--- config.mk ---
export PLATFORM = sky130hd
export DESIGN_NAME = pmr_mode_regctrl
export DESIGN_NICKNAME = d
export VERILOG_FILES = /design/src/rtl/pmr_pkg.sv /design/src/rtl/pmr_rail_if.sv /design/src/rtl/pmr_rail_ctrl.sv /design/src/rtl/pmr_mode_regctrl.sv
export SDC_FILE = /design/constraint.sdc
export NUM_CORES = 1
export LEC_CHECK = 0
export ABC_AREA = 1
export BUFFER_PORTS_ARGS = -buffer_cell sky130_fd_sc_hd__buf_4
export CAP_MARGIN = 20
export CORE_ASPECT_RATIO = 2
export CORE_UTILIZATION = 51
export DETAILED_ROUTE_END_ITERATION = 12
export GPL_TIMING_DRIVEN = 0
export PLACE_DENSITY = 0.92
export SYNTH_ARGS = -nofsm -noshare
export SYNTH_HDL_FRONTEND = slang
export SYNTH_SLANG_ARGS = --single-unit
--- constraint.sdc ---
create_clock -name clk_i -period 1.1 [get_ports clk_i]
set_clock_uncertainty 0.05 [all_clocks]
set_input_delay 0.055 -clock clk_i [delete_from_list [all_inputs] [get_ports clk_i]]
set_output_delay 0.055 -clock clk_i [all_outputs]
set_load 0.02 [all_outputs]
--- src/rtl/pmr_pkg.sv ---
// Purpose: Constants and types shared by the mode and regulator control block
// Assumes: Register data words are 24 bits wide, bits 7:0 ignored on write and read as zero
// Notes: Register indices are local selection codes on the access port
package pmr_pkg;

  // ****************************************************************
  // Register selection and data
  // ****************************************************************
  localparam int unsigned DATA_W = 24;
  localparam int unsigned ADDR_W = 2;
  localparam int unsigned RAIL_N = 7;
  localparam int unsigned TSD_N = 6;
  localparam logic [ADDR_W-1:0] IDX_MAIN_MODE = 2'h0;
  localparam logic [ADDR_W-1:0] IDX_ONOFF_REQ = 2'h1;
  localparam logic [ADDR_W-1:0] IDX_SLEW_CFG = 2'h2;
  localparam logic [DATA_W-1:0] DATA_ZERO = 24'h00_0000;

  // ****************************************************************
  // Mode register fields
  // ****************************************************************
  localparam int unsigned BIT_PLL_LOCK = 16;
  localparam int unsigned BIT_EXT_SEL_RT = 15;
  localparam int unsigned BIT_EXT_SEL_DIS = 14;
  localparam int unsigned BIT_MAIN_NORMAL = 13;
  localparam int unsigned BIT_WAKE_TWO_DIS = 10;
  localparam int unsigned BIT_WAKE_ONE_DIS = 9;
  localparam int unsigned BIT_STANDBY_REQ = 8;

  // ****************************************************************
  // On/off request register fields
  // ****************************************************************
  localparam int unsigned BIT_PD_OFF = 23;
  localparam int unsigned LSB_OFF_REQ = 16;
  localparam int unsigned LSB_ON_REQ = 8;
  localparam int unsigned RAIL_PREREG = 6;
  localparam logic [RAIL_N-1:0] RAIL_EN_RST = 7'h7f;

  // ****************************************************************
  // Slew and thermal configuration fields
  // ****************************************************************
  localparam int unsigned LSB_BOOST_SLEW = 22;
  localparam int unsigned LSB_TSD = 16;
  localparam int unsigned LSB_LS_DRIVE = 11;
  localparam int unsigned LSB_HS_DRIVE = 8;
  localparam logic [1:0] BOOST_SLEW_RST = 2'h0;
  localparam logic [TSD_N-1:0] TSD_RST = 6'h00;
  localparam logic [1:0] LS_DRIVE_RST = 2'h3;
  localparam logic [1:0] HS_DRIVE_RST = 2'h0;

  // Boost slew codes, 50/100/300/500 V/us
  typedef enum logic [1:0] {
    PMR_SLEW_50 = 2'h0,
    PMR_SLEW_100 = 2'h1,
    PMR_SLEW_300 = 2'h2,
    PMR_SLEW_500 = 2'h3
  } pmr_slew_t;

  // Gate drive codes, 130/260/520/900 mA
  typedef enum logic [1:0] {
    PMR_DRV_130 = 2'h0,
    PMR_DRV_260 = 2'h1,
    PMR_DRV_520 = 2'h2,
    PMR_DRV_900 = 2'h3
  } pmr_drive_t;

endpackage

--- src/rtl/pmr_rail_if.sv ---
// Purpose: Request and state carrier between the control top and one rail
// Assumes: Requests are one-cycle pulses
// Notes: The rail end returns its enable level
interface pmr_rail_if;
  logic on_req;
  logic off_req;
  logic rail_en;

  modport ctrl (output on_req, output off_req, input rail_en);
  modport rail (input on_req, input off_req, output rail_en);
endinterface

--- src/rtl/pmr_rail_ctrl.sv ---
// Purpose: Enable state of one regulator, driven by on and off pulses
// Assumes: Pulses come from the register write logic
// Notes: REENABLE_ONLY makes the on pulse act only after an off pulse
module pmr_rail_ctrl #(
  parameter bit REENABLE_ONLY = 1'b0,
  parameter bit EN_RST = 1'b1
) (
  // Clock and reset
  input wire logic clk_i,
  input wire logic rstn_i,
  // Request side
  pmr_rail_if.rail bus
);
  import pmr_pkg::*;

  logic was_disabled;

  // Off wins over a simultaneous on
  always_ff @(posedge clk_i or negedge rstn_i) begin
    if (!rstn_i) begin
      bus.rail_en <= EN_RST;
      was_disabled <= 1'b0;
    end else if (bus.off_req) begin
      bus.rail_en <= 1'b0;
      was_disabled <= 1'b1;
    end else if (bus.on_req && (!REENABLE_ONLY || was_disabled)) begin
      bus.rail_en <= 1'b1;
      was_disabled <= 1'b0;
    end
  end

endmodule

--- src/rtl/pmr_mode_regctrl.sv ---
// Purpose: Mode register and two regulator control registers of the main domain
// Assumes: Access strobes are one-cycle pulses synchronous to clk_i
// Notes: Read data and acknowledge come one cycle after the strobe
//
// Behaviour
// - Writing bit 14 requests external clock deselect
// - Bit 13 reads normal-mode status
// - Bit 10 stored, disables second wake
// - Bit 9 stored, disables first wake
// - Writing bit 8 requests standby
// - Bit 23 stored, forces pre-regulator pull-down off
// - Bits 22..16 request regulator disables
// - Bits 14..8 request regulator enables
// - Pre-regulator enable acts only after disable
// - Boost slew code selects 50..500 V/us
// - Power-on reset restores defaults
// - Thermal bit one adds deep fail-safe
// - Low-side drive code selects 130..900 mA
// - High-side drive code selects 130..900 mA
module pmr_mode_regctrl (
  // Clock and reset
  input wire logic clk_i,
  input wire logic rstn_i,
  // Register access port
  input wire logic reg_wr_i,
  input wire logic reg_rd_i,
  input wire logic [pmr_pkg::ADDR_W-1:0] reg_idx_i,
  input wire logic [pmr_pkg::DATA_W-1:0] reg_wdata_i,
  output logic [pmr_pkg::DATA_W-1:0] reg_rdata_o,
  output logic reg_ack_o,
  output logic reg_err_o,
  // Status from the device
  input wire logic main_normal_i,
  input wire logic pll_lock_i,
  input wire logic ext_clk_selected_i,
  // OTP configuration load
  input wire logic otp_load_i,
  input wire logic [1:0] otp_boost_slew_i,
  input wire logic [pmr_pkg::TSD_N-1:0] otp_thermal_action_i,
  input wire logic [1:0] otp_highside_drive_i,
  // Mode controls
  output logic ext_clock_select_disable_o,
  output logic standby_request_o,
  output logic wake_in_one_disable_o,
  output logic wake_in_two_disable_o,
  // Regulator controls
  output logic [pmr_pkg::RAIL_N-1:0] rail_en_o,
  output logic prereg_pulldown_off_o,
  output pmr_pkg::pmr_slew_t boost_slew_select_o,
  output logic [pmr_pkg::TSD_N-1:0] thermal_action_o,
  output pmr_pkg::pmr_drive_t prereg_lowside_drive_o,
  output pmr_pkg::pmr_drive_t prereg_highside_drive_o
);
  import pmr_pkg::*;

  // ****************************************************************
  // Decode
  // ****************************************************************
  logic wr_mode;
  logic wr_onoff;
  logic wr_cfg;
  logic idx_ok;
  logic [RAIL_N-1:0] on_pulse;
  logic [RAIL_N-1:0] off_pulse;
  logic [RAIL_N-1:0] rail_en;
  logic [DATA_W-1:0] next_rdata;

  // Register selection
  assign wr_mode = reg_wr_i && (reg_idx_i == IDX_MAIN_MODE);
  assign wr_onoff = reg_wr_i && (reg_idx_i == IDX_ONOFF_REQ);
  assign wr_cfg = reg_wr_i && (reg_idx_i == IDX_SLEW_CFG);
  assign idx_ok = (reg_idx_i == IDX_MAIN_MODE) || (reg_idx_i == IDX_ONOFF_REQ)
                  || (reg_idx_i == IDX_SLEW_CFG);

  // ****************************************************************
  // Mode register
  // ****************************************************************

  // Single-shot mode requests
  always_ff @(posedge clk_i or negedge rstn_i) begin
    if (!rstn_i) begin
      ext_clock_select_disable_o <= 1'b0;
      standby_request_o <= 1'b0;
    end else begin
      ext_clock_select_disable_o <= wr_mode && reg_wdata_i[BIT_EXT_SEL_DIS];
      standby_request_o <= wr_mode && reg_wdata_i[BIT_STANDBY_REQ];
    end
  end

  // Stored wake disables
  always_ff @(posedge clk_i or negedge rstn_i) begin
    if (!rstn_i) begin
      wake_in_one_disable_o <= 1'b0;
      wake_in_two_disable_o <= 1'b0;
    end else if (wr_mode) begin
      wake_in_two_disable_o <= reg_wdata_i[BIT_WAKE_TWO_DIS];
      wake_in_one_disable_o <= reg_wdata_i[BIT_WAKE_ONE_DIS];
    end
  end

  // ****************************************************************
  // On/off request register
  // ****************************************************************

  // Request pulses and pull-down override
  always_ff @(posedge clk_i or negedge rstn_i) begin
    if (!rstn_i) begin
      on_pulse <= '0;
      off_pulse <= '0;
      prereg_pulldown_off_o <= 1'b0;
    end else begin
      off_pulse <= wr_onoff ? reg_wdata_i[LSB_OFF_REQ +: RAIL_N] : '0;
      on_pulse <= wr_onoff ? reg_wdata_i[LSB_ON_REQ +: RAIL_N] : '0;
      if (wr_onoff) begin
        prereg_pulldown_off_o <= reg_wdata_i[BIT_PD_OFF];
      end
    end
  end

  // One rail controller per regulator, index 6 is the pre-regulator
  pmr_rail_if rail_if[RAIL_N] ();
  generate
    for (genvar g = 0; g < RAIL_N; g++) begin : g_rail
      assign rail_if[g].on_req = on_pulse[g];
      assign rail_if[g].off_req = off_pulse[g];
      assign rail_en[g] = rail_if[g].rail_en;
      pmr_rail_ctrl #(
        .REENABLE_ONLY(g == RAIL_PREREG),
        .EN_RST(RAIL_EN_RST[g])
      ) u_rail (
        .clk_i(clk_i),
        .rstn_i(rstn_i),
        .bus(rail_if[g])
      );
    end
  endgenerate

  // Rail enables out through a register
  always_ff @(posedge clk_i or negedge rstn_i) begin
    if (!rstn_i) begin
      rail_en_o <= RAIL_EN_RST;
    end else begin
      rail_en_o <= rail_en;
    end
  end

  // ****************************************************************
  // Slew and thermal configuration
  // ****************************************************************

  // OTP load wins over a host write in the same cycle
  always_ff @(posedge clk_i or negedge rstn_i) begin
    if (!rstn_i) begin
      boost_slew_select_o <= pmr_slew_t'(BOOST_SLEW_RST);
      thermal_action_o <= TSD_RST;
      prereg_lowside_drive_o <= pmr_drive_t'(LS_DRIVE_RST);
      prereg_highside_drive_o <= pmr_drive_t'(HS_DRIVE_RST);
    end else if (otp_load_i) begin
      boost_slew_select_o <= pmr_slew_t'(otp_boost_slew_i);
      thermal_action_o <= otp_thermal_action_i;
      prereg_highside_drive_o <= pmr_drive_t'(otp_highside_drive_i);
    end else if (wr_cfg) begin
      boost_slew_select_o <= pmr_slew_t'(reg_wdata_i[LSB_BOOST_SLEW +: 2]);
      thermal_action_o <= reg_wdata_i[LSB_TSD +: TSD_N];
      prereg_lowside_drive_o <= pmr_drive_t'(reg_wdata_i[LSB_LS_DRIVE +: 2]);
      prereg_highside_drive_o <= pmr_drive_t'(reg_wdata_i[LSB_HS_DRIVE +: 2]);
    end
  end

  // ****************************************************************
  // Read back
  // ****************************************************************

  // Read mux, request bits and reserved positions read zero
  always_comb begin
    next_rdata = DATA_ZERO;
    unique case (reg_idx_i)
      IDX_MAIN_MODE: begin
        next_rdata[BIT_PLL_LOCK] = pll_lock_i;
        next_rdata[BIT_EXT_SEL_RT] = ext_clk_selected_i;
        next_rdata[BIT_MAIN_NORMAL] = main_normal_i;
        next_rdata[BIT_WAKE_TWO_DIS] = wake_in_two_disable_o;
        next_rdata[BIT_WAKE_ONE_DIS] = wake_in_one_disable_o;
      end
      IDX_ONOFF_REQ: begin
        next_rdata[BIT_PD_OFF] = prereg_pulldown_off_o;
      end
      IDX_SLEW_CFG: begin
        next_rdata[LSB_BOOST_SLEW +: 2] = boost_slew_select_o;
        next_rdata[LSB_TSD +: TSD_N] = thermal_action_o;
        next_rdata[LSB_LS_DRIVE +: 2] = prereg_lowside_drive_o;
        next_rdata[LSB_HS_DRIVE +: 2] = prereg_highside_drive_o;
      end
      default: begin
        next_rdata = DATA_ZERO;
      end
    endcase
  end

  // Registered answer to every access
  always_ff @(posedge clk_i or negedge rstn_i) begin
    if (!rstn_i) begin
      reg_rdata_o <= DATA_ZERO;
      reg_ack_o <= 1'b0;
      reg_err_o <= 1'b0;
    end else begin
      reg_ack_o <= reg_wr_i || reg_rd_i;
      reg_err_o <= (reg_wr_i || reg_rd_i) && !idx_ok;
      reg_rdata_o <= reg_rd_i ? next_rdata : DATA_ZERO;
    end
  end

endmodule

==> results by group <==
Global routing
  – Total track usage: about a third
  – Initial antenna violation count: 0
  – Vias in the first global route: about 2,300
  – First-pass GRT wire length: 11.3 mm
  – Pin count of the biggest net entering global routing: 64
  – GR Overflow Total: 0

Timing
  – Period minus WS final: 1.12 ns
  – Final setup vio count: 3
  – Final Hold Violating Endpoints: 0
  – Max Slew Vio Count: 0
  – Max Clock Freq: 893 MHz
  – Worst hold margin: 0.0464 ns
  – Tightest Pin Transition: 0.772 ns
  – Final worst-path cycle share: 102%
  – Rel. slew slack: between 40 and 50%
  – Setup WS post-layout: -0.0198 ns
  – RSZ-0062 raised after global routing: true

Clock network
  – Num Clock Sinks: 63
  – Root Driver: clkbuf_8
  – CTS clock-pin slew for the worst setup and hold paths: approximately 0.070 ns
  – CTS Buf Count: 9
  – Clock tree buffer depth: 2
  – Worst skew pair latency: 0.33 ns
  – # H-tree levels: 3
  – CTS tree: built

Floorplan
  – Row count: 35
  – Die Area: approximately 5000 um^2
  – Die Y: 99.2 um
  – Total I/O pin count: between 90 and 100
  – Core Region: 4550 um^2
  – Starting Density: 52.9%
  – Die X: 50.6 um

Placed design
  – Final Wtd Congestion: 0.817
  – Setup WS pre-CTS: -0.115 ns
  – HPWL Detailed: 3.87 mm
  – Placed Instances: ~390
  – # port buffers: 75

Routing
  – First-pass DRT Iterations: 4
  – DRC: 0
  – DR WL met3: 483 um
  – DRT iter0 DRCs: 66
  – Vias: 2,252
  – M1 WL: between 2 and 2.5 mm
  – Via density: 5.14
  – DRT Wirelength: 7.75 mm
  – Drt wl/cell: 17.7 um
  – ANT nets after route: 0
  – DR WL met2: 4.43 mm
  – DR top layer: met4

Synth
  – Syn. warnings: 0
  – Ys async rst share: 100%
  – Main flop type after synthesis: dfrtp_1
  – Syn Area/Cell: slightly below 10 um^2
  – EDFF count, synth: 0
  – Distinct cell type count after synthesis: 16
  – Seq/Total Area, Yosys: 66.3%
  – Yosys reg bits: 63
  – Cells after synthesis: 250
  – Mapped Area: 2410 um^2

Worst setup path
  – CP top delay family: flip-flops
  – CP arrival: approximately 1 ns
  – Critical Path RT: 1.00 ns
  – Crit path largest cell delay: 0.56 ns
  – R2R Path Start: prereg_lowside_drive_o[1]
  – CP startpoint kind: flip-flop
  – Slowest cell on crit path: dfstp_2
  – CP max FO: 2
  – Crit Path Class: reg -> out
  – CP Cell Sequence: buf_6
  – CP endpoint kind: output port
  – Buf/Inv on CP: 1
  – CP startpoint: prereg_lowside_drive_o[0]

Final layout
  – Fin nets: around 430
  – Most frequent cells in the layout: buf_4, nand2_1, dfrtp_1
  – Fillers: between 200 and 300
  – Layout Cells excl Fill: 438
  – Inserted Diodes: 0
  – Share of cells above drive strength 1: 32.6%
  – Commonest non-fill, non-tap cell in the layout: buf_4
  – Syn-to-layout area delta: 53.3%

Power
  – PD cells: 1730 nW/um^2
  – IR Drop Worst-Case VDD: 1.37 mV
  – Pleak: 2.05 nW
  – Pwr Total: between 6 and 7 mW

Hold path
  – Worst hold-check path type: in -> reg
  – Worst hold start: reg_idx_i[1]

Run status
  – Failing checks: negative setup slack
  – Status: complete, but fails checks

Job
  – Max cap viols: 0
-- metrics by stage --
stage                     utilization [%]  TNS (ns)  instance area [um^2]
after floorplan                         -         0                  2440
after global placement               67.4    -0.663                  3070
after detailed placement             67.4     -1.80                  3070
after CTS                            80.1   -0.0388                  3650
after global routing                 81.1    -0.121                  3690
final                                81.1   -0.0321                  3690
-- power by group --
group          switching, mW  internal, mW
sequential             0.150          2.62
combinational          0.643         0.532
clock                  0.874          1.57
total                   1.67          4.73
-- cells by family (layout without fill, tap and decap cells) --
kind of cell    count (synthesis)  in the layout  synth area share [%]
compound gates                  7              7                  1.66
fa+ha+maj                       4              4                  2.08
flops                          63             63                  66.3
buf+inv                        45            170                  8.77
simple gates                  130            130                  21.1
other cells                     1              9                 0.156
-- routing by layer --
| metal | up-vias | GRT usage [%] |
|---|---|---|
| met2 | 153 | 61.2 |
| met3 | 50 | 7.95 |
| met4 | 0 | 20.3 |
| met5 | - | 0 |
| met1 | 1068 | 28.9 |
| li1 | 981 | - |
-- tightest hold or removal path, cell delays in order --
cell and delay [ns]:
buf_4 0.09, ha_1 0.13, o21a_1 0.12
-- final timing paths --
kind                                                      to  slack [ns]  cells after the start
max in group asynchronous         ext_clock_select_disable_o        0.20                      2
worst min-delay path                               reg_err_o        0.05                      3
worst max register to register     prereg_lowside_drive_o[1]        0.03                      4
min in group asynchronous                       off_pulse[5]        0.28                      2
worst min register to register  g_rail[3].u_rail.bus.rail_en        0.31                      1
worst max-delay path               prereg_lowside_drive_o[0]       -0.02                      1
-- Yosys cell counts (2+ instances only) --
| library cell | count | area share [%] |
|---|---|---|
| a21oi_1 | 3 | 0.62 |
| nand2_1 | 73 | 11 |
| inv_1 | 31 | 4.8 |
| buf_4 | 10 | 3.1 |
| buf_2 | 4 | 0.83 |
| o21ai_0 | 2 | 0.42 |
| nand3_1 | 12 | 2.5 |
| dfrtp_1 | 47 | 49 |
| dfstp_2 | 16 | 17 |
| nor2_1 | 43 | 6.7 |
| ha_1 | 4 | 2.1 |
-- layout make-up --
class | instances | area [um^2] | area share, %
multi-input cells | 150 | 642 | 17.4
plain buffers | 14 | 101 | 2.74
clock inverters | 3 | 90.1 | 2.44
inverters | 31 | 116 | 3.15
clock buffers | 13 | 149 | 4.03
well taps | 55 | 68.8 | 1.86
repair buffers | 109 | 930 | 25.2
flip-flops and latches | 63 | 1600 | 43.2
-- state kept, by name, indices dropped and copies added, names as in the netlist, 2 cells and up --
signal and count:
rail_en_o 7, prereg_lowside_drive_o 2, thermal_action_o 6, reg_rdata_o 15, on_pulse 7, off_pulse 7, g_rail.u_rail.bus.rail_en 7, boost_slew_select_o 2
prereg_highside_drive_o 2
-- what timing repair did --
item	CTS	global route
gates resized for setup	3	12
pin swaps	0	0
setup endpoints to repair	3	29
hold endpoints to repair	84	0
gates cloned	0	0
hold buffers	31	0
setup buffers	2	1
(Power assumes the default switching activity.)
